File: config.mk
export PLATFORM = sky130hd
export DESIGN_NAME = pcint_top
export DESIGN_NICKNAME = d
export VERILOG_FILES = /design/src/pcint_pkg.sv /design/src/pcint_top.sv
export SDC_FILE = /design/constraint.sdc
export NUM_CORES = 1
export LEC_CHECK = 0
export BUFFER_PORTS_ARGS = -buffer_cell sky130_fd_sc_hd__buf_2
export CAP_MARGIN = 5
export CORE_ASPECT_RATIO = 1.5
export CORE_UTILIZATION = 50
export CTS_CLUSTER_SIZE = 25
export DETAILED_ROUTE_END_ITERATION = 8
export HOLD_SLACK_MARGIN = 0.03
export PLACE_DENSITY = 0.75
export RECOVER_POWER = 50
export SLEW_MARGIN = 10
export SYNTH_ARGS = -nofsm -noshare
export SYNTH_HDL_FRONTEND = slang
export SYNTH_SLANG_ARGS = --single-unit
File: constraint.sdc
create_clock -name i_clk_sys -period 2.94 [get_ports i_clk_sys]
set_clock_uncertainty 0.15 [all_clocks]
set_input_delay 0.147 -clock i_clk_sys [delete_from_list [all_inputs] [get_ports i_clk_sys]]
set_output_delay 0.147 -clock i_clk_sys [all_outputs]
set_load 0.005 [all_outputs]
File: src/pcint_pkg.sv
// Purpose: Shared constants and types for the pin change interrupt block.
// Assumes: APB with 32-bit data, registers one aligned word each.
// Notes:   Offsets here are byte addresses.
package pcint_pkg;

    localparam int          DATA_W        = 32;
    localparam int          ADDR_W        = 8;
    localparam int          PORT_W        = 8;

    localparam logic [7:0]  OFS_PA_RISE   = 8'h00;
    localparam logic [7:0]  OFS_PA_FALL   = 8'h04;
    localparam logic [7:0]  OFS_PA_FLAG   = 8'h08;
    localparam logic [7:0]  OFS_PB_RISE   = 8'h0c;
    localparam logic [7:0]  OFS_PB_FALL   = 8'h10;
    localparam logic [7:0]  OFS_PB_FLAG   = 8'h14;
    localparam logic [7:0]  OFS_PC_RISE   = 8'h18;
    localparam logic [7:0]  OFS_PC_FALL   = 8'h1c;
    localparam logic [7:0]  OFS_PC_FLAG   = 8'h20;
    localparam logic [7:0]  OFS_CTRL      = 8'h24;

    // Implemented bit masks per port.
    localparam logic [7:0]  PA_MASK       = 8'h3f;
    localparam logic [7:0]  PB_MASK       = 8'hf0;
    localparam logic [7:0]  PC_MASK       = 8'hff;

    // Control register fields.
    localparam int          CTRL_MEN_BIT  = 0;
    localparam int          CTRL_SUM_BIT  = 1;

    localparam logic [7:0]  RESET_BYTE    = 8'h00;

    typedef struct packed {
        logic [7:0] rise;
        logic [7:0] fall;
        logic [7:0] flag;
        logic [7:0] sync1;
        logic [7:0] sync2;
        logic [7:0] prev;
    } pcint_port_t;

    typedef struct packed {
        pcint_port_t [2:0] port;
        logic              master_en;
        logic              irq;
        logic              wake;
        logic              pready;
        logic              pslverr;
        logic [31:0]       prdata;
    } pcint_state_t;

endpackage : pcint_pkg

File: src/pcint_top.sv
// Purpose: Per-pin edge detection with sticky flags for three ports, APB registers.
// Assumes: Pins are synchronised here; sleep control lives outside the block.
// Notes:   Flags are set by hardware and cleared by writing zero; a set wins.
//
// Register access over APB and the register offsets were chosen for this implementation.
`timescale 1ns/1ns

// Contract
// - An enabled edge on a pin sets that pin's change flag.
// - Interrupt request is raised only while the master enable is set.
// - Summary flag is the OR of all pin flags and is read-only.
// - Writing zero to a flag bit clears it.
// - An edge during the clearing write keeps the flag set.
// - Enabled edge wakes from sleep only with master enable set.
// - Edges during sleep are already in the flags at wake.
// - Port A rise enables occupy bits 5 to 0.
// - Port A fall enables occupy bits 5 to 0.
// - Port A flag sets on enabled rise or enabled fall.
// - Port B enables and flags exist only in bits 7 to 4.
// - Port B flag sets on enabled rise or enabled fall.
// - Port C rise and fall enables occupy bits 7 to 0.
// - Port C flag sets on enabled rise or enabled fall.
// - A cleared enable bit never sets the flag for that polarity.
// - Unimplemented bits ignore writes and read as zero.
// - All enables and flags reset to zero on every reset.
// - Flags are hardware-settable and software readable and writable.
// - Detection and flagging continue with master enable clear.
// - Both enables set flag edges of either polarity.
module pcint_top (
    input  wire logic        i_clk_sys,
    input  wire logic        i_rst,
    input  wire logic [7:0]  i_porta_pin,
    input  wire logic [7:0]  i_portb_pin,
    input  wire logic [7:0]  i_portc_pin,
    input  wire logic        i_psel,
    input  wire logic        i_penable,
    input  wire logic        i_pwrite,
    input  wire logic [7:0]  i_paddr,
    input  wire logic [31:0] i_pwdata,
    input  wire logic [3:0]  i_pstrb,
    output logic      [31:0] o_prdata,
    output logic             o_pready,
    output logic             o_pslverr,
    output logic             o_irq,
    output logic             o_wake
);

    pcint_pkg::pcint_state_t state_reg;
    pcint_pkg::pcint_state_t state_next;

    function automatic logic [7:0] port_mask(input int idx);
        case (idx)
            0:       port_mask = pcint_pkg::PA_MASK;
            1:       port_mask = pcint_pkg::PB_MASK;
            default: port_mask = pcint_pkg::PC_MASK;
        endcase
    endfunction : port_mask

    // Returns the rise, fall or flag register of the port whose register sits at the address; zero for any other address.
    function automatic logic [7:0] reg_read(input pcint_pkg::pcint_state_t s,
                                            input logic [7:0] addr);
        case (addr)
            pcint_pkg::OFS_PA_RISE: reg_read = s.port[0].rise;
            pcint_pkg::OFS_PA_FALL: reg_read = s.port[0].fall;
            pcint_pkg::OFS_PA_FLAG: reg_read = s.port[0].flag;
            pcint_pkg::OFS_PB_RISE: reg_read = s.port[1].rise;
            pcint_pkg::OFS_PB_FALL: reg_read = s.port[1].fall;
            pcint_pkg::OFS_PB_FLAG: reg_read = s.port[1].flag;
            pcint_pkg::OFS_PC_RISE: reg_read = s.port[2].rise;
            pcint_pkg::OFS_PC_FALL: reg_read = s.port[2].fall;
            pcint_pkg::OFS_PC_FLAG: reg_read = s.port[2].flag;
            default:                reg_read = 8'h00;
        endcase
    endfunction : reg_read

    function automatic logic addr_mapped(input logic [7:0] addr);
        case (addr)
            pcint_pkg::OFS_PA_RISE, pcint_pkg::OFS_PA_FALL, pcint_pkg::OFS_PA_FLAG,
            pcint_pkg::OFS_PB_RISE, pcint_pkg::OFS_PB_FALL, pcint_pkg::OFS_PB_FLAG,
            pcint_pkg::OFS_PC_RISE, pcint_pkg::OFS_PC_FALL, pcint_pkg::OFS_PC_FLAG,
            pcint_pkg::OFS_CTRL:    addr_mapped = 1'b1;
            default:                addr_mapped = 1'b0;
        endcase
    endfunction : addr_mapped

    always_comb begin
        logic [7:0] pins [3];
        logic [7:0] rise_ev;
        logic [7:0] fall_ev;
        logic [7:0] hit;
        logic       wr;
        logic       rd;
        logic       any_hit;
        logic       summary;
        logic [7:0] base;
        pins[0] = '0;
        pins[1] = '0;
        pins[2] = '0;
        rise_ev = '0;
        fall_ev = '0;
        hit = '0;
        base = '0;
        any_hit = 1'b0;
        summary = 1'b0;
        state_next = state_reg;
        pins[0] = i_porta_pin;
        pins[1] = i_portb_pin;
        pins[2] = i_portc_pin;
        // Access phase completes in its second cycle; pready is registered and pulses for one cycle.
        wr = i_psel && i_penable && !state_reg.pready && i_pwrite;
        rd = i_psel && i_penable && !state_reg.pready && !i_pwrite;
        state_next.pready = i_psel && i_penable && !state_reg.pready;
        state_next.pslverr = state_next.pready && !addr_mapped(i_paddr);
        for (int p = 0; p < 3; p++) begin
            // Two-stage synchroniser; only sync2 feeds the comparison.
            state_next.port[p].sync1 = pins[p] & port_mask(p);
            state_next.port[p].sync2 = state_reg.port[p].sync1;
            state_next.port[p].prev = state_reg.port[p].sync2;
            rise_ev = state_reg.port[p].sync2 & ~state_reg.port[p].prev;
            fall_ev = ~state_reg.port[p].sync2 & state_reg.port[p].prev;
            // Either polarity may flag when both enables are set.
            hit = ((rise_ev & state_reg.port[p].rise) |
                   (fall_ev & state_reg.port[p].fall)) & port_mask(p);
            any_hit = any_hit | (|hit);
            base = state_reg.port[p].flag;
            case (p)
                0: base = (wr && i_paddr == pcint_pkg::OFS_PA_FLAG && i_pstrb[0]) ?
                          i_pwdata[7:0] : base;
                1: base = (wr && i_paddr == pcint_pkg::OFS_PB_FLAG && i_pstrb[0]) ?
                          i_pwdata[7:0] : base;
                default: base = (wr && i_paddr == pcint_pkg::OFS_PC_FLAG && i_pstrb[0]) ?
                          i_pwdata[7:0] : base;
            endcase
            // A new edge overrides a clearing write in the same cycle.
            state_next.port[p].flag = (base | hit) & port_mask(p);
        end
        if (wr && i_pstrb[0]) begin
            unique case (i_paddr)
                pcint_pkg::OFS_PA_RISE: state_next.port[0].rise = i_pwdata[7:0] & pcint_pkg::PA_MASK;
                pcint_pkg::OFS_PA_FALL: state_next.port[0].fall = i_pwdata[7:0] & pcint_pkg::PA_MASK;
                pcint_pkg::OFS_PB_RISE: state_next.port[1].rise = i_pwdata[7:0] & pcint_pkg::PB_MASK;
                pcint_pkg::OFS_PB_FALL: state_next.port[1].fall = i_pwdata[7:0] & pcint_pkg::PB_MASK;
                pcint_pkg::OFS_PC_RISE: state_next.port[2].rise = i_pwdata[7:0] & pcint_pkg::PC_MASK;
                pcint_pkg::OFS_PC_FALL: state_next.port[2].fall = i_pwdata[7:0] & pcint_pkg::PC_MASK;
                pcint_pkg::OFS_CTRL:    state_next.master_en = i_pwdata[pcint_pkg::CTRL_MEN_BIT];
                default:                ;
            endcase
        end
        summary = (|state_next.port[0].flag) | (|state_next.port[1].flag) |
                  (|state_next.port[2].flag);
        // Flags keep updating with the master enable clear; only the request and wake are gated.
        state_next.irq = summary && state_next.master_en;
        // Flags are written in the same edge as wake rises, so they lead the first fetch.
        state_next.wake = any_hit && state_next.master_en;
        state_next.prdata = '0;
        if (rd) begin
            if (i_paddr == pcint_pkg::OFS_CTRL) begin
                state_next.prdata[pcint_pkg::CTRL_MEN_BIT] = state_reg.master_en;
                state_next.prdata[pcint_pkg::CTRL_SUM_BIT] = |{state_reg.port[0].flag,
                    state_reg.port[1].flag, state_reg.port[2].flag};
            end else begin
                state_next.prdata[7:0] = reg_read(state_reg, i_paddr);
            end
        end
        if (i_rst) begin
            state_next = '0;
        end
    end

    always_ff @(posedge i_clk_sys) begin
        state_reg <= state_next;
    end

    assign o_prdata  = state_reg.prdata;
    assign o_pready  = state_reg.pready;
    assign o_pslverr = state_reg.pslverr;
    assign o_irq     = state_reg.irq;
    assign o_wake    = state_reg.wake;

endmodule : pcint_top

### Word-level counts from Yosys, hierarchy flattened

Cells that the tools add are included.

| storage, ports and cells | value |
|---|---|
| bits in registers | 161 |
| logic and storage cells | 108 |

| cells by class | value |
|---|---|
| equality and inequality tests | 9 |
| muxes and demuxes | 8 |
| bitwise logic cells | 29 |
| reductions and logical operators | 34 |

Operator list:

| operator | count |
|---|---|
| 8-bit case mux with 9 select lines | 1 |
| 8-bit AND | 8 |
| 8-bit by 5-bit equality test with 1-bit output (second input constant) | 4 |
| 8-bit NOT | 4 |
| 8-bit bitwise OR | 4 |
| 6-bit AND | 4 |
| 24-bit OR reduction | 1 |
| 8-bit by 4-bit equality test with 1-bit output (second input constant) | 2 |
| 8-bit by 6-bit equality test with 1-bit output (second input constant) | 2 |
| 8-bit 2-to-1 mux | 2 |
| 8-bit OR reduction | 2 |
| 1-bit logical AND | 14 |
| 6-bit NOT | 2 |
| 6-bit bitwise OR | 2 |
| 2-bit AND reduction | 6 |
| 6-bit OR reduction | 2 |
| 10-bit OR reduction | 1 |
| 8-bit by 3-bit equality test with 1-bit output (second input constant) | 1 |
| 8-bit zero test | 1 |
| 4-bit OR reduction | 2 |
| 6-bit 2-to-1 mux | 1 |
| 1-bit bitwise OR | 4 |
| 1-bit zero test | 3 |
| 1-bit 2-to-1 mux | 3 |
| other kinds (4) | 4 |

### Logic depth before layout (Yosys ltp)

| logic depth | value |
|---|---|
| depth after elaboration | 11 |
| gate-level depth with buffers | 8 |

### Worst setup path before layout

No wires, ideal clock.

| timing | value |
|---|---|
| path kind | input port to flip-flop |
| from | input i_paddr[1] |
| to | register state_reg (netlist bit o_irq) |
| arrival | 1,836 ps |
| required time | 2,645 ps |
| path slack | 809 ps |
| stages on the path | 7 |
| cell sequence | or4_1 -> buf_2 -> o41a_1 -> a211oi_2 -> nand4_1 -> and4b_1 -> a41oi_1 |

| on the way | value |
|---|---|
| word-level cells in the longest chain between the ends | 9 |
| elaborated cells on any way between the ends | 24 |
| classes of those cells | eq/ne: 4; mux: 5; bitwise: 5; reduce/logical: 10 |

RTL lines:

| what | RTL line | text |
|---|---|---|
| start: declaration | pcint_top.sv:38 | `input wire logic [7:0] i_paddr,` |
| 8-bit by 4-bit equality test with 1-bit output or 8-bit by 5-bit equality test with 1-bit output (tied branches) | pcint_top.sv:127, pcint_top.sv:129 |  |
| 1-bit logical AND, on equally long branches (2 in series) | pcint_top.sv:127, pcint_top.sv:129 |  |
| 6-bit 2-to-1 mux or 8-bit 2-to-1 mux (tied branches) | pcint_top.sv:127, pcint_top.sv:129 |  |
| 6-bit bitwise OR or 8-bit bitwise OR (tied branches) | pcint_top.sv:135 | `state_next.port[p].flag = (base \| hit) & port_mask(p);` |
| 6-bit OR reduction or 4-bit OR reduction (tied branches) | pcint_top.sv:149 | `summary = (\|state_next.port[0].flag) \| (\|state_next.port[1].flag) \|` |
| 1-bit bitwise OR (2 in series) | pcint_top.sv:149 |  |
| 1-bit logical AND (*) | pcint_top.sv:152 | `state_next.irq = summary && state_next.master_en;` |
| end signal: assignment | pcint_top.sv:171 | `state_reg <= state_next;` |
| end: declaration | pcint_top.sv:48 | `pcint_pkg::pcint_state_t state_reg;` |

Every way passes the cells marked *; elsewhere a longest branch is shown, timed or not.
A chain may end at the register's enable or synchronous reset.

### Worst setup path in the final report

| timing | value |
|---|---|
| from | input i_paddr[3] |
| to | register state_reg (netlist bit o_irq) |

The elaborated chain is that of the path after synthesis.

==> results_dict.tcl <==
set metrics [dict create \
    synth_cell_type_count 49 \
    areaGrowthSynthToFinish_pct 21.3 \
    root_buffer "sky130_fd_sc_hd__clkbuf_16" \
    routedWlPerCell_um 16.3 \
    netlist_top_cells_area "sky130_fd_sc_hd__dfxtp_1 48%, sky130_fd_sc_hd__nor2b_1 7.3%, sky130_fd_sc_hd__mux2i_1 6.7%, sky130_fd_sc_hd__buf_4 4.9%, sky130_fd_sc_hd__nand2_1 3.9%" \
    slew_viol_final 0 \
    tritoncts "done" \
    hold_buffers 30 \
    max_freq_mhz 373 \
    grt_antenna_before_repair 0 \
    worst_slew_margin_rel 0.243 \
    route.vias.total 4276 \
    setup.worst_path.class "input pin to flip-flop" \
    firstDrtPassIters 9 \
    die-height_um 125 \
    mostFrequentLayoutCell "sky130_fd_sc_hd__dfxtp_1" \
    finish.utilization 0.628 \
    grt_pass1_wl_um 19800 \
    cell_pwr_density_nw_per_um2 627 \
    power.sequential.fraction 0.439 \
    final_cell_area_um2 6120 \
    number_of_nets_in_the_finished_design 698 \
    max_cap_violations 0 \
    run_status "finished with violations" \
    antenna_cells_inserted 0 \
    tritoncts.num_buffers 17 \
    failed_checks "design-rule violations" \
    avgViaCountPerCell 5.69 \
    route.antenna.remaining_nets 0 \
    synth.top_cell.area_share 0.480 \
    worst-slew-pin-transition_ns 1.14 \
    power_switching_w 0.000791 \
    worstSkewPairLatency_ns 0.41 \
    synth_top_cell_by_area "sky130_fd_sc_hd__dfxtp_1" \
    syn_avg_cell_area_um2 9.19 \
    finalHoldViolCount 0 \
    internal_power_w 0.00305 \
    critPathMaxFanout 7 \
    clockBufferDepth 2 \
    cts-htree-levels 4 \
    finalSetupViolCount 0 \
    totalNegativeSetupSlack_ns 0 \
    die_area_um2 10500 \
    holdCritPathClass "input pin to flip-flop" \
    synth-seq-area-share 0.480 \
    path_cells "dlygate4sd3_1 > buf_2 > or4_1 > o41a_1 > a211oi_1 > and2_0 > and4b_1 > a41oi_1" \
    timing.critical_path.required_ns 3.05 \
    cpPeakStageDelay_ns 0.65 \
    share_comb_of_total_power 0.043 \
    drc_errors 18 \
    crit_arrival_ns 2.79 \
    timing.final.crit_share 0.913 \
    floorplan.rows 44 \
    multiInputGateArea_um2 2340 \
    postCtsResizedCells 0 \
    place_area_um2 5260 \
    setup_repair_after_global_routing_missed_its_margin "no" \
    grt_util_all_layers 0.243 \
    postRouteWirelength_um 12200 \
    path_buf_inv 2 \
    static_leakage_nw 2.45 \
    path_clk_slew_ns 0.05 \
    io_pins 109 \
    overflow 0 \
    worst_setup_path_end_kind "flip-flop" \
    p_clk_frac 0.518 \
    largest_voltage_drop_on_the_vdd_net_mv 0.464 \
    postCtsSetupBuffers 0 \
    instance_count_of_the_mapped_netlist 549 \
    port_buffers 51 \
    nFillCells 850 \
    core_region_area_um2 9740 \
    period_minus_slack_ns 2.68 \
    most-common-layout-cells "121 x sky130_fd_sc_hd__dfxtp_1, 59 x sky130_fd_sc_hd__nor2b_1, 52 x sky130_fd_sc_hd__nand2_1" \
    category_of_cells_accounting_for_the_largest_share_of_critical_path_delay "simple AND/OR/NAND/NOR gates" \
    gp_routability_congestion 0.926 \
    final_layout_size_suffix_gt1_frac 0.144 \
    grt_start_max_net_pins 58 \
    dieWidth_um 84.0 \
    startpoint_type "input pin" \
    ys_ff_latch 121 \
    number_of_global_route_vias_before_repair 4098 \
    start_util 0.518 \
    swShare 0.206 \
    synth.yosys.warnings 0 \
    largest_reg_flops 109 \
    first_iter_violations 506 \
    cts.sink_count 121 \
    mappedNetlistArea_um2 5050 \
    area.sequential_um2 2420 \
    critPathSlowestCell "sky130_fd_sc_hd__or4_1" \
    detailed_place_hpwl_um 8400 \
]
[final cells by class]
cell class	count	area share
multi-input combinational	389	0.383
clock buffer	23	0.0781
timing repair buffer	91	0.102
sequential	121	0.396
tap	115	0.0235
inverter	5	0.00306
clock inverter	8	0.0155
[cell families after synthesis]
group	count (synthesis)	synth area share
and+or+nand+nor	241	0.260
DFF	121	0.480
AOI/OAI and AO/OA	89	0.117
buffers and inverters	62	0.0729
muxes	35	0.0697
other	1	0.000743
[path summary, 6_finish.rpt]
kind                            cells past startpoint  slack [ns]                        to                     start
worst min-delay path                                5        0.07    o_prdata[0]$_SDFF_PP0_                i_paddr[5]
worst min register to register                      1        0.28  state_reg[49]$_SDFF_PP0_  state_reg[57]$_SDFF_PP0_
worst max register to register                      6        0.60          o_irq$_SDFF_PP0_       o_pready$_SDFF_PP0_
worst max-delay path                                8        0.26          o_irq$_SDFF_PP0_                i_paddr[3]
[power groups by stage]
stage / clock network, W / registers [W] / logic (W)
final: 0.00199 / 0.00169 / 0.000166
after floorplan: 0 / 0.00171 / 0.000102
after detailed placement: 0 / 0.00172 / 0.000134
after global routing: 0.00210 / 0.00169 / 0.000181
after global placement: 0 / 0.00172 / 0.000131
after CTS: 0.00202 / 0.00168 / 0.000164
[Yosys cell counts, drive strengths merged]
| cell type | count |
|---|---|
| a2111oi | 1 |
| a211o | 2 |
| a211oi | 9 |
| a21boi | 1 |
| a21oi | 25 |
| a221o | 1 |
| a221oi | 6 |
| a22o | 1 |
| a22oi | 4 |
| a31oi | 8 |
| a41oi | 1 |
| and2 | 4 |
| and3 | 3 |
| and3b | 1 |
| and4b | 1 |
| buf | 40 |
| clkbuf | 17 |
| conb | 1 |
| dfxtp | 121 |
| inv | 5 |
| mux2 | 1 |
| mux2i | 34 |
| nand2 | 52 |
| nand3 | 21 |
| nand3b | 25 |
| nand4 | 3 |
| nand4b | 1 |
| nor2 | 47 |
| nor2b | 59 |
| nor3 | 4 |
| nor4 | 11 |
| nor4b | 5 |
| o21ai | 23 |
| o2bb2ai | 1 |
| o32ai | 1 |
| o41a | 5 |
| or2 | 1 |
| or3 | 1 |
| or4 | 1 |
| or4b | 1 |
[tightest hold or removal path, cell delays in order]
cell                      delay [ns]
sky130_fd_sc_hd__buf_2          0.13
sky130_fd_sc_hd__nand3_1        0.09
sky130_fd_sc_hd__nor2b_1        0.07
sky130_fd_sc_hd__nand2_1        0.06
sky130_fd_sc_hd__o21ai_0        0.06
[per-stage QoR]
stage          hold slack [ns]  instances  total power (W)  setup slack, ns
2_1_floorplan            0.125        572          0.00182            0.809
3_3_place_gp             0.203        691          0.00185            0.430
3_5_place_dp             0.212        691          0.00185            0.392
4_1_cts                 0.0419        752          0.00387            0.278
5_1_grt                  0.109        752          0.00397            0.120
6_report                0.0687        752          0.00384            0.257
[routing by layer]
| metal | GRT usage | wire length, µm | vias to the layer above |
|---|---|---|---|
| met1 | 0.261 | 4670 | 2000 |
| met5 | 0 | 0 | - |
| met3 | 0.0779 | 768 | 54 |
| li1 | - | - | 2020 |
| met4 | 0.156 | 644 | 0 |
| met2 | 0.409 | 6160 | 202 |
Power figures use the tool's default switching activity.
